`config.mk`:
```
export PLATFORM = sky130hd
export DESIGN_NAME = external_irq_sync_wake
export DESIGN_NICKNAME = d
export VERILOG_FILES = /design/src/ext_irq_pkg.sv /design/src/pin_detect.sv /design/src/external_irq_sync_wake.sv
export VERILOG_INCLUDE_DIRS = /design/src
export SDC_FILE = /design/constraint.sdc
export NUM_CORES = 1
export LEC_CHECK = 0
export BUFFER_PORTS_ARGS = -buffer_cell sky130_fd_sc_hd__buf_2
export CORE_ASPECT_RATIO = 2
export CORE_MARGIN = 8
export CORE_UTILIZATION = 37
export DETAILED_ROUTE_END_ITERATION = 16
export GPL_ROUTABILITY_DRIVEN = 0
export PLACE_DENSITY_LB_ADDON = 0.1
export SLEW_MARGIN = 5
export SYNTH_ARGS = -nofsm -noshare
export SYNTH_HDL_FRONTEND = slang
export SYNTH_HIERARCHICAL = 1
export SYNTH_SLANG_ARGS = --single-unit
```
`constraint.sdc`:
```
create_clock -name clock_in -period 2.9 [get_ports clock_in]
set_input_delay 0.29 -clock clock_in [delete_from_list [all_inputs] [get_ports clock_in]]
set_output_delay 0.29 -clock clock_in [all_outputs]
set_load 0.03 [all_outputs]
```
`src/ext_irq_cfg.svh`:
```
/*
 * Register offsets, field positions, reset values and timing counts of the
 * external interrupt controller.
 * Assumes byte addressing with registers packed into aligned 32-bit words.
 */
`ifndef EXT_IRQ_CFG_SVH
`define EXT_IRQ_CFG_SVH

// byte offsets of the registers
`define OFS_CONTROL        8'h00
`define OFS_SYNC_STATUS    8'h01
`define OFS_NMI_CONTROL    8'h02
`define OFS_NMI_FLAG       8'h03
`define OFS_EVENT_CTRL     8'h04
`define OFS_IRQ_EN_CLEAR   8'h08
`define OFS_IRQ_EN_SET     8'h0c
`define OFS_IRQ_FLAGS      8'h10
`define OFS_WAKE_ENABLES   8'h14
`define OFS_PIN_CFG_LOW    8'h18
`define OFS_PIN_CFG_HIGH   8'h1c

// field positions
`define BIT_SOFT_RESET     0
`define BIT_ENABLE         1
`define BIT_SYNC_PENDING   7
`define BIT_NMI_FILTER     3
`define BIT_NMI_FLAG       0

// reset values
`define RST_BYTE           8'h00
`define RST_HALF           16'h0000
`define RST_WORD           32'h0000_0000

// cycles taken by a synchronised control write
`define SYNC_CYCLES        4'h4

`endif

```
`src/ext_irq_pkg.sv`:
```
/*
 * Types of the external interrupt controller.
 * Assumes ext_irq_cfg.svh for the numeric constants.
 */
package ext_irq_pkg;

   // sense selection codes
   typedef enum logic [2:0] {
      SENSE_NONE = 3'h0,
      SENSE_RISE = 3'h1,
      SENSE_FALL = 3'h2,
      SENSE_BOTH = 3'h3,
      SENSE_HIGH = 3'h4,
      SENSE_LOW  = 3'h5
   } sense_t;

   // control synchronisation states, one-hot
   typedef enum logic [2:0] {
      SYNC_IDLE  = 3'b001,
      SYNC_EN    = 3'b010,
      SYNC_RST   = 3'b100
   } sync_state_t;

   // whole controller state
   typedef struct packed {
      sync_state_t  sync_st;
      logic [3:0]   sync_cnt;
      logic         enable;
      logic         soft_reset;
      logic         active;
      logic [3:0]   nmi_ctrl;
      logic         nmi_flag;
      logic [15:0]  event_ctrl;
      logic [15:0]  irq_en;
      logic [15:0]  flags;
      logic [15:0]  wake_en;
      logic [31:0]  cfg_low;
      logic [31:0]  cfg_high;
      logic [15:0]  event_pulse;
      logic [31:0]  rdata;
   } ctl_state_t;

   // per-pin detector state
   typedef struct packed {
      logic [2:0]   samples;
      logic         prev;
   } det_state_t;

endpackage

```
`src/pin_detect.sv`:
```
/*
 * Sense detector for one interrupt pin: optional three-sample majority
 * filter and edge or level match.
 * Assumes the pin is synchronous to clock_in.
 */
`timescale 1ns/1ps
module pin_detect
   import ext_irq_pkg::*;
(
   // clock and reset
   input  wire logic       clock_in,
   input  wire logic       nrst_in,
   // pin and its configuration
   input  wire logic       pin_in,
   input  wire logic [2:0] sense_in,
   input  wire logic       filter_en_in,
   // detection
   output logic            hit_out
);
   det_state_t st_r;
   det_state_t st_nxt;
   logic       maj;
   logic       val;

   // majority of the three samples, unfiltered pins pass straight
   assign maj = (st_r.samples[0] & st_r.samples[1]) | (st_r.samples[0] & st_r.samples[2])
              | (st_r.samples[1] & st_r.samples[2]);  // [RULE18]
   assign val = filter_en_in ? maj : pin_in;

   // sample shift and previous value for edges
   always_comb begin
      st_nxt         = st_r;
      st_nxt.samples = {st_r.samples[1:0], pin_in};
      st_nxt.prev    = val;
   end

   // sense decode
   always_comb begin
      case (sense_in)
         SENSE_RISE: hit_out = val & ~st_r.prev;  // [RULE15]
         SENSE_FALL: hit_out = ~val & st_r.prev;
         SENSE_BOTH: hit_out = val ^ st_r.prev;
         SENSE_HIGH: hit_out = val;
         SENSE_LOW:  hit_out = ~val;
         default:    hit_out = 1'b0;              // none and reserved codes
      endcase
   end

   // state register
   always_ff @(posedge clock_in) begin
      if (!nrst_in) begin
         st_r <= '0;
      end else begin
         st_r <= st_nxt;
      end
   end
endmodule

```
`src/external_irq_sync_wake.sv`:
```
/*
 * External interrupt controller: register file, synchronised enable and
 * soft reset with bus stall, flags, interrupt lines, events and wake-up.
 * Assumes a master that holds a write while ready_out is low.
 */
// What this block does
// [RULE1] asleep, a matching pin with wake enable set wakes the system
// [RULE2] wake-up also needs that pin's interrupt enable set
// [RULE3] software should not set wake enable with interrupt enable clear
// [RULE4] sync pending sets at once, clears when synchronisation ends; status at 0x01
// [RULE5] a further synchronised write while pending stalls the bus, then completes
// [RULE6] soft reset and enable writes are the synchronised operations
// [RULE7] 8, 16 and 32 bit accesses are supported atomically
// [RULE8] every byte and half of a word register is addressable alone
// [RULE9] enable-protected registers ignore writes while enabled
// [RULE10] control at 0x00, enable bit 1 turns controller on after a delay
// [RULE11] written enable reads back at once while sync pending is set
// [RULE12] soft reset bit 0 returns all registers to reset, controller disabled
// [RULE13] a write setting soft reset discards all its other bits
// [RULE14] soft reset reads one until done, then clears with sync pending
// [RULE15] sense codes: none, rise, fall, both, high, low; 6 and 7 reserved
// [RULE16] the non-maskable flag clears by writing one, zero leaves it
// [RULE17] a request line is high while flag and enable are both set
// [RULE18] a filtered pin gives the majority of three samples
// [RULE19] the stall withholds ready until synchronisation ends
// [RULE20] pin config: eight four-bit fields, filter bit above three sense bits
`timescale 1ns/1ps
`include "ext_irq_cfg.svh"
module external_irq_sync_wake
   import ext_irq_pkg::*;
#(
   parameter logic [3:0] SYNC_CYCLES = `SYNC_CYCLES
)
(
   // clock and reset
   input  wire logic        clock_in,
   input  wire logic        nrst_in,
   // register port
   input  wire logic [7:0]  addr_in,
   input  wire logic [1:0]  size_in,
   input  wire logic [31:0] wdata_in,
   input  wire logic        wr_in,
   input  wire logic        rd_in,
   output logic [31:0]      rdata_out,
   output logic             ready_out,
   // pins
   input  wire logic [15:0] ext_irq_pin_in,
   input  wire logic        nmi_pin_in,
   input  wire logic        sleeping_in,
   // requests, events and wake
   output logic [15:0]      irq_out,
   output logic             nmi_irq_out,
   output logic [15:0]      event_out,
   output logic             wake_out
);
   ctl_state_t  st_r;
   ctl_state_t  st_nxt;
   ctl_state_t  st_rst;
   logic [15:0] hit;
   logic        nmi_hit;
   logic [3:0]  be;
   logic [2:0]  word;
   logic        mapped;
   logic        ctrl_wr;
   logic        wr_take;
   logic        rd_take;
   logic        locked;
   logic [31:0] word0;

   // merge written byte lanes into an old value
   function automatic logic [31:0] merge(input logic [31:0] old,
                                         input logic [31:0] wd,
                                         input logic [3:0]  lanes);
      logic [31:0] res;
      res = old;
      for (int i = 0; i < 4; i++) begin
         if (lanes[i]) begin
            res[8*i +: 8] = wd[8*i +: 8];
         end
      end
      return res;
   endfunction

   // one detector per pin, fields from the two config words
   genvar g;
   generate
      for (g = 0; g < 16; g++) begin : g_pin
         logic [3:0] field;
         assign field = (g < 8) ? st_r.cfg_low[4*(g%8) +: 4]
                                : st_r.cfg_high[4*(g%8) +: 4];  // [RULE20]
         pin_detect u_det (
            .clock_in     (clock_in),
            .nrst_in      (nrst_in),
            .pin_in       (ext_irq_pin_in[g]),
            .sense_in     (field[2:0]),
            .filter_en_in (field[3]),
            .hit_out      (hit[g])
         );
      end
   endgenerate

   // non-maskable pin detector, works without the controller enabled
   pin_detect u_nmi_det (
      .clock_in     (clock_in),
      .nrst_in      (nrst_in),
      .pin_in       (nmi_pin_in),
      .sense_in     (st_r.nmi_ctrl[2:0]),
      .filter_en_in (st_r.nmi_ctrl[`BIT_NMI_FILTER]),
      .hit_out      (nmi_hit)
   );

   // byte lanes from size and low address bits
   always_comb begin
      case (size_in)
         2'h0:    be = 4'h1 << addr_in[1:0];                          // [RULE7]
         2'h1:    be = addr_in[0] ? 4'h0 : (addr_in[1] ? 4'hc : 4'h3); // [RULE8]
         2'h2:    be = (addr_in[1:0] == 2'h0) ? 4'hf : 4'h0;
         default: be = 4'h0;
      endcase
   end

   // decode and stall
   assign word    = addr_in[4:2];
   assign mapped  = (addr_in[7:5] == 3'h0) && (be != 4'h0);
   assign ctrl_wr = wr_in && mapped && (word == 3'h0) && be[0];
   assign ready_out = !(ctrl_wr && (st_r.sync_st != SYNC_IDLE));  // [RULE5] [RULE19]
   assign wr_take = wr_in && mapped && ready_out;
   assign rd_take = rd_in && mapped;
   assign locked  = st_r.enable | st_r.active;

   // first word: control, status, nmi control, nmi flag
   assign word0 = {7'h0, st_r.nmi_flag, 4'h0, st_r.nmi_ctrl,
                   st_r.sync_st != SYNC_IDLE, 7'h0,
                   6'h0, st_r.enable, st_r.soft_reset};  // [RULE4] [RULE11] [RULE14]

   // reset image of the state
   always_comb begin
      st_rst         = '0;
      st_rst.sync_st = SYNC_IDLE;
      st_rst.rdata   = `RST_WORD;
   end

   // next state
   always_comb begin
      st_nxt             = st_r;
      st_nxt.rdata       = `RST_WORD;
      st_nxt.event_pulse = hit & st_r.event_ctrl & {16{st_r.active}};
      // register writes
      if (wr_take) begin
         if (ctrl_wr && wdata_in[`BIT_SOFT_RESET]) begin
            st_nxt.soft_reset = 1'b1;                    // [RULE12] [RULE13]
            st_nxt.sync_st    = SYNC_RST;                // [RULE6]
            st_nxt.sync_cnt   = SYNC_CYCLES;
         end else begin
            case (word)
               3'h0: begin
                  if (be[0]) begin
                     st_nxt.enable   = wdata_in[`BIT_ENABLE];  // [RULE10] [RULE11]
                     st_nxt.sync_st  = SYNC_EN;                // [RULE4] [RULE6]
                     st_nxt.sync_cnt = SYNC_CYCLES;
                  end
                  if (be[2]) begin
                     st_nxt.nmi_ctrl = wdata_in[19:16];
                  end
                  if (be[3] && wdata_in[24 + `BIT_NMI_FLAG]) begin
                     st_nxt.nmi_flag = 1'b0;                   // [RULE16]
                  end
               end
               3'h1: begin
                  if (!locked) begin
                     st_nxt.event_ctrl = 16'(merge({16'h0, st_r.event_ctrl}, wdata_in, be));  // [RULE9]
                  end
               end
               3'h2: st_nxt.irq_en = st_r.irq_en & ~(wdata_in[15:0] & {{8{be[1]}}, {8{be[0]}}});
               3'h3: st_nxt.irq_en = st_r.irq_en | (wdata_in[15:0] & {{8{be[1]}}, {8{be[0]}}});
               3'h4: st_nxt.flags  = st_r.flags & ~(wdata_in[15:0] & {{8{be[1]}}, {8{be[0]}}});
               3'h5: begin
                  if (!locked) begin
                     st_nxt.wake_en = 16'(merge({16'h0, st_r.wake_en}, wdata_in, be));  // [RULE9]
                  end
               end
               3'h6: begin
                  if (!locked) begin
                     st_nxt.cfg_low = merge(st_r.cfg_low, wdata_in, be);  // [RULE9]
                  end
               end
               3'h7: begin
                  if (!locked) begin
                     st_nxt.cfg_high = merge(st_r.cfg_high, wdata_in, be);  // [RULE9]
                  end
               end
               default: st_nxt.rdata = `RST_WORD;
            endcase
         end
      end
      // hardware sets win over software clears
      st_nxt.flags    = st_nxt.flags | (hit & {16{st_r.active}});
      st_nxt.nmi_flag = st_nxt.nmi_flag | nmi_hit;
      // read data, unselected lanes zero
      if (rd_take) begin
         case (word)
            3'h0:    st_nxt.rdata = word0;
            3'h1:    st_nxt.rdata = {16'h0, st_r.event_ctrl};
            3'h2:    st_nxt.rdata = {16'h0, st_r.irq_en};
            3'h3:    st_nxt.rdata = {16'h0, st_r.irq_en};
            3'h4:    st_nxt.rdata = {16'h0, st_r.flags};
            3'h5:    st_nxt.rdata = {16'h0, st_r.wake_en};
            3'h6:    st_nxt.rdata = st_r.cfg_low;
            3'h7:    st_nxt.rdata = st_r.cfg_high;
            default: st_nxt.rdata = `RST_WORD;
         endcase
         st_nxt.rdata = st_nxt.rdata & {{8{be[3]}}, {8{be[2]}}, {8{be[1]}}, {8{be[0]}}};
      end
      // synchronisation countdown
      case (st_r.sync_st)
         SYNC_IDLE: begin
         end
         SYNC_EN: begin
            if (st_r.sync_cnt <= 4'h1) begin
               st_nxt.active  = st_nxt.enable;  // [RULE10]
               st_nxt.sync_st = SYNC_IDLE;      // [RULE4]
            end else begin
               st_nxt.sync_cnt = st_r.sync_cnt - 4'h1;
            end
         end
         SYNC_RST: begin
            if (st_r.sync_cnt <= 4'h1) begin
               st_nxt = st_rst;                 // [RULE12] [RULE14]
            end else begin
               st_nxt.sync_cnt = st_r.sync_cnt - 4'h1;
            end
         end
         default: st_nxt.sync_st = SYNC_IDLE;
      endcase
   end

   // state register
   always_ff @(posedge clock_in) begin
      if (!nrst_in) begin
         st_r <= '{sync_st: SYNC_IDLE, default: '0};
      end else begin
         st_r <= st_nxt;
      end
   end

   // outputs
   assign rdata_out   = st_r.rdata;
   assign irq_out     = st_r.flags & st_r.irq_en;  // [RULE17]
   assign nmi_irq_out = st_r.nmi_flag;
   assign event_out   = st_r.event_pulse;
   // wake needs match, wake enable and interrupt enable
   assign wake_out    = sleeping_in && st_r.active
                        && |(hit & st_r.wake_en & st_r.irq_en);  // [RULE1] [RULE2]
endmodule

```
## Word-level counts from Yosys, hierarchy flattened

Index checks and enable logic that the tools add are counted.

| cells by class | value |
|---|---|
| equal/unequal tests | 100 |
| mux-type cells | 84 |
| bitwise gates (word level) | 185 |
| magnitude comparators | 1 |
| add/subtract/negate cells | 1 |
| shift-type cells | 1 |
| reductions and logical operators | 22 |

Operators with widths:

| operator | count |
|---|---|
| 2-to-1 mux 133 bit | 2 |
| one-hot mux 32 bit (7 select lines) | 1 |
| 2-to-1 mux 32 bit | 6 |
| 2-to-1 mux 184 bit | 1 |
| 2-to-1 mux 181 bit | 1 |
| bitwise AND 16 bit | 9 |
| equality test 3 bit (second input constant) | 39 |
| 2-to-1 mux 8 bit | 14 |
| equality test 3 x 2 -> 1 bit (second input constant) | 37 |
| bitwise AND 1 bit | 85 |
| one-hot mux 1 bit (5 select lines) | 17 |
| 2-to-1 mux 16 bit | 5 |
| equality test 3 x 1 -> 1 bit (second input constant) | 19 |
| OR 1 bit | 36 |
| NOT 1 bit | 34 |
| bitwise AND 32 bit | 1 |
| OR 16 bit | 2 |
| one-hot mux 16 bit (2 select lines) | 1 |
| 2-to-1 mux 4 bit | 6 |
| 2-to-1 mux 1 bit | 21 |
| bitwise XOR 1 bit | 17 |
| NOT 16 bit | 1 |
| OR reduction 16 bit | 1 |
| one-hot mux 4 bit (3 select lines) | 1 |
| 23 further kinds | 37 |

| word-level totals | value |
|---|---|
| flip-flop bits (word level) | 259 |
| logic and storage cells | 443 |
| bits of input ports | 64 |

## Longest topological paths before layout

Gate-level depths: netlist of run 1.

| logic depth | value |
|---|---|
| word-level depth | 15 |
| mapped depth | 11 |
| gate-level depth less buffers | 11 |

## Hierarchy

The synthesis of run 1 kept the hierarchy.

Modules (own cells, without submodules):

| module | times used | area an instance (sq um) | cells an instance | sequential area each (sq um) |
|---|---|---|---|---|
| external_irq_sync_wake | 1 | 8740.9 | 955 | 3823.7 |
| pin_detect | 17 | 241.5 | 25 | 80.1 |

## Worst setup path after synthesis of run 1

OpenSTA, ideal clock, no wires.

| timing | value |
|---|---|
| path type | register to output |
| start | reg g_pin[13].u_det.st_r (netlist bit g_pin[13].u_det/st_nxt[2]) |
| end | out wake_out |
| path slack | 0.640 ns |
| data required time | 2.610 ns |
| stages on the path, launching flop included | 12 |
| data arrival time | 1.970 ns |
| cell sequence | dfxtp_1 > a21oi_2 > o22ai_4 > ha_1 > inv_1 > mux2i_1 > nor2_1 > a211o_1 > nand3_1 > nand4_1 > nor4_1 > nor2_1 |

RTL lines:

| item | RTL line | source |
|---|---|---|
| start: declaration | pin_detect.sv:20 | `det_state_t st_r;` |
| start signal: assignment | pin_detect.sv:54 | `st_r <= st_nxt;` |
| end: declaration | external_irq_sync_wake.sv:54 | `output logic wake_out` |

==> results of run 1 <==
where the power goes:
part,internal [mW],switching [mW]
Sequential,3.60,0.0418
Combinational,0.227,0.352
Clock,2.10,1.45
routing by layer:
metal  global-route usage [%]  vias up  share of wire (%)
li1                         -     4971                  -
met1                    19.72     4826                 38
met2                    35.17      261                 53
met3                    2.829       81                4.4
met4                    9.069        0                4.4
met5                        0        -                  0
per-stage QoR:
stage          setup TNS, ps  hold slack [ps]  setup WS [ps]  cells
6_report              -331.6            24.64         -331.6   1965
5_1_grt               -474.0            10.49         -474.0   1965
4_1_cts               -320.6            1.344         -320.6   1963
3_5_place_dp               0            465.7          26.54   1887
3_3_place_gp               0            459.8          142.7   1887
2_1_floorplan              0            399.8          640.1   1380
sequential cells by signal (all words and copies together), names as in the netlist:
signal / cells
g_pin.u_det/st_nxt: 32
event_out: 16
g_pin.field: 64
nmi_irq_out: 1
rdata_out: 32
st_r: 78
u_nmi_det/st_r: 2
u_nmi_det/st_nxt: 2
g_pin.u_det/st_r: 32
cell usage in the layout, fill, tap and decap left out, drive strengths merged, types with 4 or more instances in the layout:
cell type	synthesis	final
dfxtp	259	259
mux2i	184	184
buf	77	180
nand2	151	151
nor2	114	114
inv	87	88
and2	88	88
a21oi	52	52
nand3	40	40
clkbuf	29	37
ha	36	36
o21ai	36	36
dlygate4sd3	0	26
nand4	22	22
and3	21	21
nand3b	19	19
o22ai	19	19
nor4bb	18	18
a211o	18	18
a221oi	11	11
a311oi	9	9
nor3	9	9
nor2b	7	7
a22o	7	7
o2bb2ai	6	6
a211oi	6	6
nor4b	6	6
nand2b	5	5
or3	4	4
a222oi	4	4
critical path: stages, from the launching register on:
cell	delay [ps]
dfxtp_2	330
o21ai_2	170
o22ai_4	110
ha_1	290
inv_1	40
mux2i_1	130
nor2_1	60
a211o_2	420
nand3_2	120
nand4_1	90
nor4_2	320
buf_4	170
nor2_2	40
buf_6	130
final timing paths:
check                           slack (ps)                      to  cells past startpoint
worst min-delay path                    20      g_pin[14].field[3]                      3
worst min register to register         480  g_pin[0].u_det/st_r[3]                      1
worst max-delay path                  -330                wake_out                     13
worst max register to register         420               st_r[158]                      7
logic make-up after synthesis:
group | Yosys count | share of synthesized area [%]
mux | 187 | 14.60
fa+ha+maj | 36 | 3.506
buf+inv | 193 | 7.383
compound gates | 184 | 12.45
xor+xnor | 3 | 0.2046
flops | 259 | 40.36
simple gates | 518 | 21.50
cell type report:
cell class	instances	share of cell area (%)
clock inverter	7	0.8022
inverter	87	2.158
tap	441	3.647
timing repair buffer	206	8.626
sequential	259	34.45
multi-input combinational	928	45.22
clock buffer	37	5.094
repair_timing:
action | 4_1_cts | 5_1_grt
hold buffers | 26 | 0
endpoints found under the setup margin | 1 | 1
pin swaps | 26 | 18
setup buffers | 6 | 2
gates resized for setup | 30 | 15
endpoints found under the hold margin | 27 | 0
==> report_table.html, run 1 <==
<table>
<tr><th>Metric</th><th>Value</th></tr>
<tr><th colspan="2">Floorplanning</th></tr>
<tr><td>Number of core rows</td><td>96</td></tr>
<tr><td>Die width</td><td>147.8 um</td></tr>
<tr><td>Placeable core area</td><td>34230 um^2</td></tr>
<tr><td>Die span in y</td><td>279.5 um</td></tr>
<tr><td>I/O Pins</td><td>131</td></tr>
<tr><td>Initial core utilization</td><td>37.53%</td></tr>
<tr><td>Die Outline Area</td><td>41300 um^2</td></tr>
<tr><th colspan="2">Yosys</th></tr>
<tr><td>Number of enable flip-flop cells after synthesis</td><td>0</td></tr>
<tr><td>Mean area per synthesized cell</td><td>9.309 um^2</td></tr>
<tr><td>Area fraction of the dominant cell type after synthesis</td><td>40.36%</td></tr>
<tr><td>Cells after synthesis</td><td>1380</td></tr>
<tr><td>FF+latch count, synth</td><td>259</td></tr>
<tr><td>Unique cell type count in the Yosys netlist</td><td>70</td></tr>
<tr><td>Most repeated cell in the gate-level netlist after synthesis</td><td>dfxtp_1</td></tr>
<tr><td>Primary flip-flop cell chosen by synthesis mapping</td><td>dfxtp_1</td></tr>
<tr><td>Synth top area cells</td><td>dfxtp_1, mux2i_1, nand2_1</td></tr>
<tr><td>Leading area contributor after synthesis</td><td>dfxtp_1</td></tr>
<tr><td>Post-synthesis cell area</td><td>12850 um^2</td></tr>
<tr><td>Synth Net Count</td><td>1480</td></tr>
<tr><td>Total of warnings raised by yosys</td><td>6</td></tr>
<tr><td>Portion of the post-synthesis area used by sequential elements</td><td>40.36%</td></tr>
<tr><td>Synth top cells by count</td><td>dfxtp_1, mux2i_1, nand2_1</td></tr>
<tr><td>Proportion of synthesized flip-flops having asynchronous set or reset</td><td>0%</td></tr>
<tr><th colspan="2">Setup path</th></tr>
<tr><td>Setup crit start kind</td><td>flip-flop</td></tr>
<tr><td>Highest fanout seen on the critical path</td><td>4</td></tr>
<tr><td>Signal arrival time at the worst endpoint</td><td>2940 ps</td></tr>
<tr><td>Type of the worst setup path</td><td>reg -&gt; out</td></tr>
<tr><td>Beginning of the worst register-to-register path</td><td>st_r[184]</td></tr>
<tr><td>Worst setup startpoint</td><td>g_pin[5].u_det/st_nxt[2]</td></tr>
<tr><td>Crit path capture type</td><td>primary output</td></tr>
<tr><td>Required @ worst endpoint</td><td>2610 ps</td></tr>
<tr><th colspan="2">Placement</th></tr>
<tr><td>Port Buf Inserts</td><td>130</td></tr>
<tr><td>Dpl hpwl</td><td>29240 um</td></tr>
<tr><td>Area after DPL</td><td>13780 um^2</td></tr>
<tr><th colspan="2">STA</th></tr>
<tr><td>Maximum clock rate</td><td>0.3094 GHz</td></tr>
<tr><td>Crit path setup slack, layout</td><td>-331.6 ps</td></tr>
<tr><td>Number of slew-limit violations in the final report</td><td>0</td></tr>
<tr><td>Worst rel slew slack</td><td>42.11%</td></tr>
<tr><td>Endpoints failing hold</td><td>0</td></tr>
<tr><td>Final critical path time including I/O delays and setup</td><td>3232 ps</td></tr>
<tr><td>Skew final</td><td>10.15 ps</td></tr>
<tr><td>Worst slew pin tran</td><td>868.3 ps</td></tr>
<tr><td>Unrepaired setup endpoints after global routing</td><td>true</td></tr>
<tr><td>Number of setup violations in the final report</td><td>1</td></tr>
<tr><td>Final Cycle Share</td><td>111.4%</td></tr>
<tr><th colspan="2">GRT</th></tr>
<tr><td>Vias in the first global route</td><td>10330</td></tr>
<tr><td>Total gr overflow</td><td>0</td></tr>
<tr><td>Wire length of the first global-routing pass</td><td>60460 um</td></tr>
<tr><td>All-Layer GR Usage</td><td>18.69%</td></tr>
<tr><td>Pin count of the biggest net entering global routing</td><td>77</td></tr>
<tr><td>Initial antenna violation count</td><td>1</td></tr>
<tr><th colspan="2">Route</th></tr>
<tr><td>Total iterations of the first detailed-routing run</td><td>4</td></tr>
<tr><td>Detailed-route DRC error count</td><td>0</td></tr>
<tr><td>Remaining number of nets flagged by the antenna check after routing</td><td>0</td></tr>
<tr><td>Initial DRC count</td><td>517</td></tr>
<tr><td>Via density per instance</td><td>5.160</td></tr>
<tr><td>Average wire per cell in the routed design</td><td>20.01 um</td></tr>
<tr><td>Detailed-route wire length</td><td>39320 um</td></tr>
<tr><td>Routed vias</td><td>10140</td></tr>
<tr><th colspan="2">Pwr</th></tr>
<tr><td>Total Power Consumption</td><td>7.780 mW</td></tr>
<tr><td>Leakage power of the design</td><td>6.703 nW</td></tr>
<tr><td>IR Drop Worst-Case VDD</td><td>0.0004320 V</td></tr>
<tr><td>Power density of the placed cells</td><td>514.2 nW/um^2</td></tr>
<tr><th colspan="2">Clock tree</th></tr>
<tr><td>Clock latency on the worst-skew pair</td><td>540 ps</td></tr>
<tr><td>Number of levels the H-tree was split into</td><td>1</td></tr>
<tr><td>Max clock buf depth</td><td>3</td></tr>
<tr><td>Clock tree from TritonCTS</td><td>done</td></tr>
<tr><td>Clock slew at reported path FFs</td><td>60 ps</td></tr>
<tr><td>Clock tree root driver cell</td><td>clkbuf_16</td></tr>
<tr><td>TritonCTS sink count</td><td>259</td></tr>
<tr><td>Number of clock buffers inserted by TritonCTS</td><td>25</td></tr>
<tr><th colspan="2">Min path</th></tr>
<tr><td>Class of the most critical hold timing path</td><td>in -&gt; reg</td></tr>
<tr><td>Hold Path Origin</td><td>wdata_in[27]</td></tr>
<tr><th colspan="2">Status</th></tr>
<tr><td>Violations in the final reports</td><td>setup timing</td></tr>
<tr><td>Outcome</td><td>finished, violations left</td></tr>
<tr><th colspan="2">Cells and area</th></tr>
<tr><td>Share of cells above drive strength 1</td><td>23.29%</td></tr>
<tr><td>Final #Nets</td><td>1607</td></tr>
<tr><td>Fill cell count</td><td>3392</td></tr>
<tr><td>Area of all sequential standard cells</td><td>5213 um^2</td></tr>
<tr><td>Combined area of the multi-input logic cells</td><td>6842 um^2</td></tr>
<tr><td>Synth-to-layout area growth</td><td>17.78%</td></tr>
<tr><td>Total non-filler cell area in the finished layout</td><td>15130 um^2</td></tr>
<tr><td>Utilization after layout</td><td>44.20%</td></tr>
<tr><td>Count of antenna diodes in the layout</td><td>0</td></tr>
<tr><th colspan="2">Flow run</th></tr>
<tr><td>Max Cap Viol</td><td>0</td></tr>
</table>
Power figures use the tool's default switching activity.
==> run 2: changes to the inputs <==
--- a/config.mk
+++ b/config.mk
@@ -13,6 +13,7 @@
 export DETAILED_ROUTE_END_ITERATION = 16
 export GPL_ROUTABILITY_DRIVEN = 0
 export PLACE_DENSITY_LB_ADDON = 0.1
+export SKIP_CTS_REPAIR_TIMING = 1
 export SLEW_MARGIN = 5
 export SYNTH_ARGS = -nofsm -noshare
 export SYNTH_HDL_FRONTEND = slang
==> report_table.html, run 2 (synthesis results as in run 1) <==
<table>
<tr><th>Metric</th><th>Value</th></tr>
<tr><th colspan="2">Pwr</th></tr>
<tr><td>Sequential share of power</td><td>46.8%</td></tr>
<tr><td>Switching fraction of total power</td><td>23.74%</td></tr>
<tr><td>Switching power</td><td>1.847 mW</td></tr>
<tr><td>Leakage power of the design</td><td>6.694 nW</td></tr>
<tr><td>IR Drop Worst-Case VDD</td><td>0.0004324 V</td></tr>
<tr><td>Power Internal</td><td>5.932 mW</td></tr>
<tr><td>Comb power frac</td><td>7.5%</td></tr>
<tr><td>Total Power Consumption</td><td>7.779 mW</td></tr>
<tr><td>Power density of the placed cells</td><td>515.2 nW/um^2</td></tr>
<tr><td>Clock share of power</td><td>45.7%</td></tr>
<tr><th colspan="2">Route</th></tr>
<tr><td>Detailed-route wire length</td><td>39340 um</td></tr>
<tr><td>Remaining number of nets flagged by the antenna check after routing</td><td>0</td></tr>
<tr><td>Initial DRC count</td><td>557</td></tr>
<tr><td>Average wire per cell in the routed design</td><td>20.04 um</td></tr>
<tr><td>Total iterations of the first detailed-routing run</td><td>7</td></tr>
<tr><td>Routed vias</td><td>10090</td></tr>
<tr><td>Detailed-route DRC error count</td><td>0</td></tr>
<tr><td>Via density per instance</td><td>5.142</td></tr>
<tr><th colspan="2">STA</th></tr>
<tr><td>Number of slew-limit violations in the final report</td><td>0</td></tr>
<tr><td>Endpoints failing hold</td><td>0</td></tr>
<tr><td>Worst slew pin tran</td><td>892.1 ps</td></tr>
<tr><td>Number of setup violations in the final report</td><td>1</td></tr>
<tr><td>Final Cycle Share</td><td>109.9%</td></tr>
<tr><td>Final critical path time including I/O delays and setup</td><td>3188 ps</td></tr>
<tr><td>Maximum clock rate</td><td>0.3137 GHz</td></tr>
<tr><td>Unrepaired setup endpoints after global routing</td><td>true</td></tr>
<tr><td>Worst rel slew slack</td><td>40.53%</td></tr>
<tr><td>Crit path setup slack, layout</td><td>-288.3 ps</td></tr>
<tr><td>Skew final</td><td>9.270 ps</td></tr>
<tr><th colspan="2">GRT</th></tr>
<tr><td>Wire length of the first global-routing pass</td><td>59750 um</td></tr>
<tr><td>Initial antenna violation count</td><td>1</td></tr>
<tr><td>Pin count of the biggest net entering global routing</td><td>77</td></tr>
<tr><td>Vias in the first global route</td><td>10170</td></tr>
<tr><td>Total gr overflow</td><td>0</td></tr>
<tr><td>All-Layer GR Usage</td><td>18.52%</td></tr>
<tr><th colspan="2">Clock tree</th></tr>
<tr><td>Max clock buf depth</td><td>3</td></tr>
<tr><td>Clock tree from TritonCTS</td><td>done</td></tr>
<tr><td>Number of levels the H-tree was split into</td><td>1</td></tr>
<tr><td>Clock slew at reported path FFs</td><td>60 ps</td></tr>
<tr><td>Number of clock buffers inserted by TritonCTS</td><td>25</td></tr>
<tr><td>TritonCTS sink count</td><td>259</td></tr>
<tr><td>Clock latency on the worst-skew pair</td><td>540 ps</td></tr>
<tr><td>Clock tree root driver cell</td><td>clkbuf_16</td></tr>
<tr><th colspan="2">Cells and area</th></tr>
<tr><td>Largest register by flop count</td><td>st_r</td></tr>
<tr><td>Final #Nets</td><td>1605</td></tr>
<tr><td>Leading cell type in the layout, fill and taps excluded</td><td>dfxtp_1</td></tr>
<tr><td>Share of cells above drive strength 1</td><td>23.06%</td></tr>
<tr><td>Largest register FFs</td><td>78</td></tr>
<tr><td>Count of antenna diodes in the layout</td><td>0</td></tr>
<tr><td>Most frequent cells in the layout</td><td>dfxtp_1, mux2i_1, nand2_1</td></tr>
<tr><td>Total non-filler cell area in the finished layout</td><td>15100 um^2</td></tr>
<tr><td>Synth-to-layout area growth</td><td>17.55%</td></tr>
<tr><th colspan="2">Floorplanning</th></tr>
<tr><td>Die span in y</td><td>279.5 um</td></tr>
<tr><td>Number of core rows</td><td>96</td></tr>
<tr><td>Placeable core area</td><td>34230 um^2</td></tr>
<tr><td>Initial core utilization</td><td>37.53%</td></tr>
<tr><td>I/O Pins</td><td>131</td></tr>
<tr><td>Die width</td><td>147.8 um</td></tr>
<tr><td>Die Outline Area</td><td>41300 um^2</td></tr>
<tr><th colspan="2">Setup path</th></tr>
<tr><td>Length in cells of the worst reg-to-reg path</td><td>7</td></tr>
<tr><td>Delay-heaviest family, CP</td><td>simple AND/OR/NAND/NOR gates</td></tr>
<tr><td>Required @ worst endpoint</td><td>2610 ps</td></tr>
<tr><td>Type of the worst setup path</td><td>reg -&gt; out</td></tr>
<tr><td>Crit path capture type</td><td>primary output</td></tr>
<tr><td>Worst Path Buf+Inv</td><td>3</td></tr>
<tr><td>Setup crit start kind</td><td>flip-flop</td></tr>
<tr><td>Crit path largest cell delay</td><td>370 ps</td></tr>
<tr><td>Highest fanout seen on the critical path</td><td>4</td></tr>
<tr><td>Total stage count of the critical path</td><td>13</td></tr>
<tr><td>Chain of cells forming the critical path</td><td>a21oi_2 &gt; o22ai_4 &gt; ha_1 &gt; inv_1 &gt; mux2i_1 &gt; nor2_1 &gt; a211o_2 &gt; nand3_2 &gt; nand4_1 &gt; nor4_2 &gt; buf_4 &gt; nor2_2 &gt; buf_6</td></tr>
<tr><td>Master of the slowest instance on the critical path</td><td>a211o_2</td></tr>
<tr><td>Signal arrival time at the worst endpoint</td><td>2900 ps</td></tr>
<tr><th colspan="2">Status</th></tr>
<tr><td>Violations in the final reports</td><td>setup timing</td></tr>
<tr><td>Outcome</td><td>finished, violations left</td></tr>
<tr><th colspan="2">Min path</th></tr>
<tr><td>Class of the most critical hold timing path</td><td>in -&gt; reg</td></tr>
<tr><td>Number of cells on the worst hold path</td><td>3</td></tr>
<tr><th colspan="2">Placement</th></tr>
<tr><td>Area after DPL</td><td>13780 um^2</td></tr>
<tr><td>Pre-CTS setup slack</td><td>26.54 ps</td></tr>
<tr><td>Port Buf Inserts</td><td>130</td></tr>
<tr><td>Dpl hpwl</td><td>29240 um</td></tr>
<tr><th colspan="2">Flow run</th></tr>
<tr><td>Max Cap Viol</td><td>0</td></tr>
</table>
[run 2: cell types whose count changed in the layout (fill, tap and decap cells not counted), sizes merged]
cell	change
dlygate4sd3	-3
buf	+1
[run 2: per-layer routing]
layer  vias to the layer above  global-route usage [%]  wire, um
met2                       247                   34.74     21170
met1                      4806                   19.50     14860
met4                         0                   9.043      1611
met5                         -                       0         0
met3                        76                   3.006      1694
li1                       4965                       -         -
[run 2: final cells by class]
| class | count | area, um^2 |
|---|---|---|
| inverter | 87 | 326.6 |
| multi-input combinational | 928 | 6842 |
| sequential | 259 | 5206 |
| tap | 441 | 551.8 |
| clock buffer | 37 | 770.7 |
| timing repair buffer | 204 | 1282 |
| clock inverter | 7 | 121.4 |
| fill | 3402 | 19130 |
[run 2: stage by stage]
step / hold WS [ps] / cells / setup TNS, ps / utilization [%]
final: 15.43 / 1963 / -288.3 / 44.11
after global routing: 4.372 / 1963 / -413.6 / 44.11
after CTS: -63.85 / 1931 / -573.5 / 42.87
after detailed placement: 465.7 / 1887 / 0 / 40.26
after global placement: 459.8 / 1887 / 0 / 40.26
after floorplan: 399.8 / 1380 / 0 / -
[run 2: worst reg2reg max path: stages, from the launching register on]
cell and delay (ps):
dfxtp_1 370, inv_1 80, ha_1 240, nor2_1 200, o41a_2 280, buf_4 550, nand2_1 430, mux2i_1 230
[run 2: power groups by stage]
stage	Combinational [mW]	Clock, mW	Sequential (mW)
after detailed placement	0.551	0	3.72
after CTS	0.553	3.68	3.64
after global placement	0.546	0	3.72
final	0.580	3.56	3.64
after floorplan	0.335	0	3.71
after global routing	0.633	3.80	3.65
[run 2: final timing paths]
path                                  from                      to  slack (ps)
hold reg to reg   g_pin[0].u_det/st_nxt[3]  g_pin[0].u_det/st_r[3]         480
setup / recovery    g_pin[2].u_det/st_r[3]                wake_out        -290
setup reg to reg                 st_r[184]               st_r[158]         440
hold / removal                wdata_in[23]       g_pin[5].field[3]          20
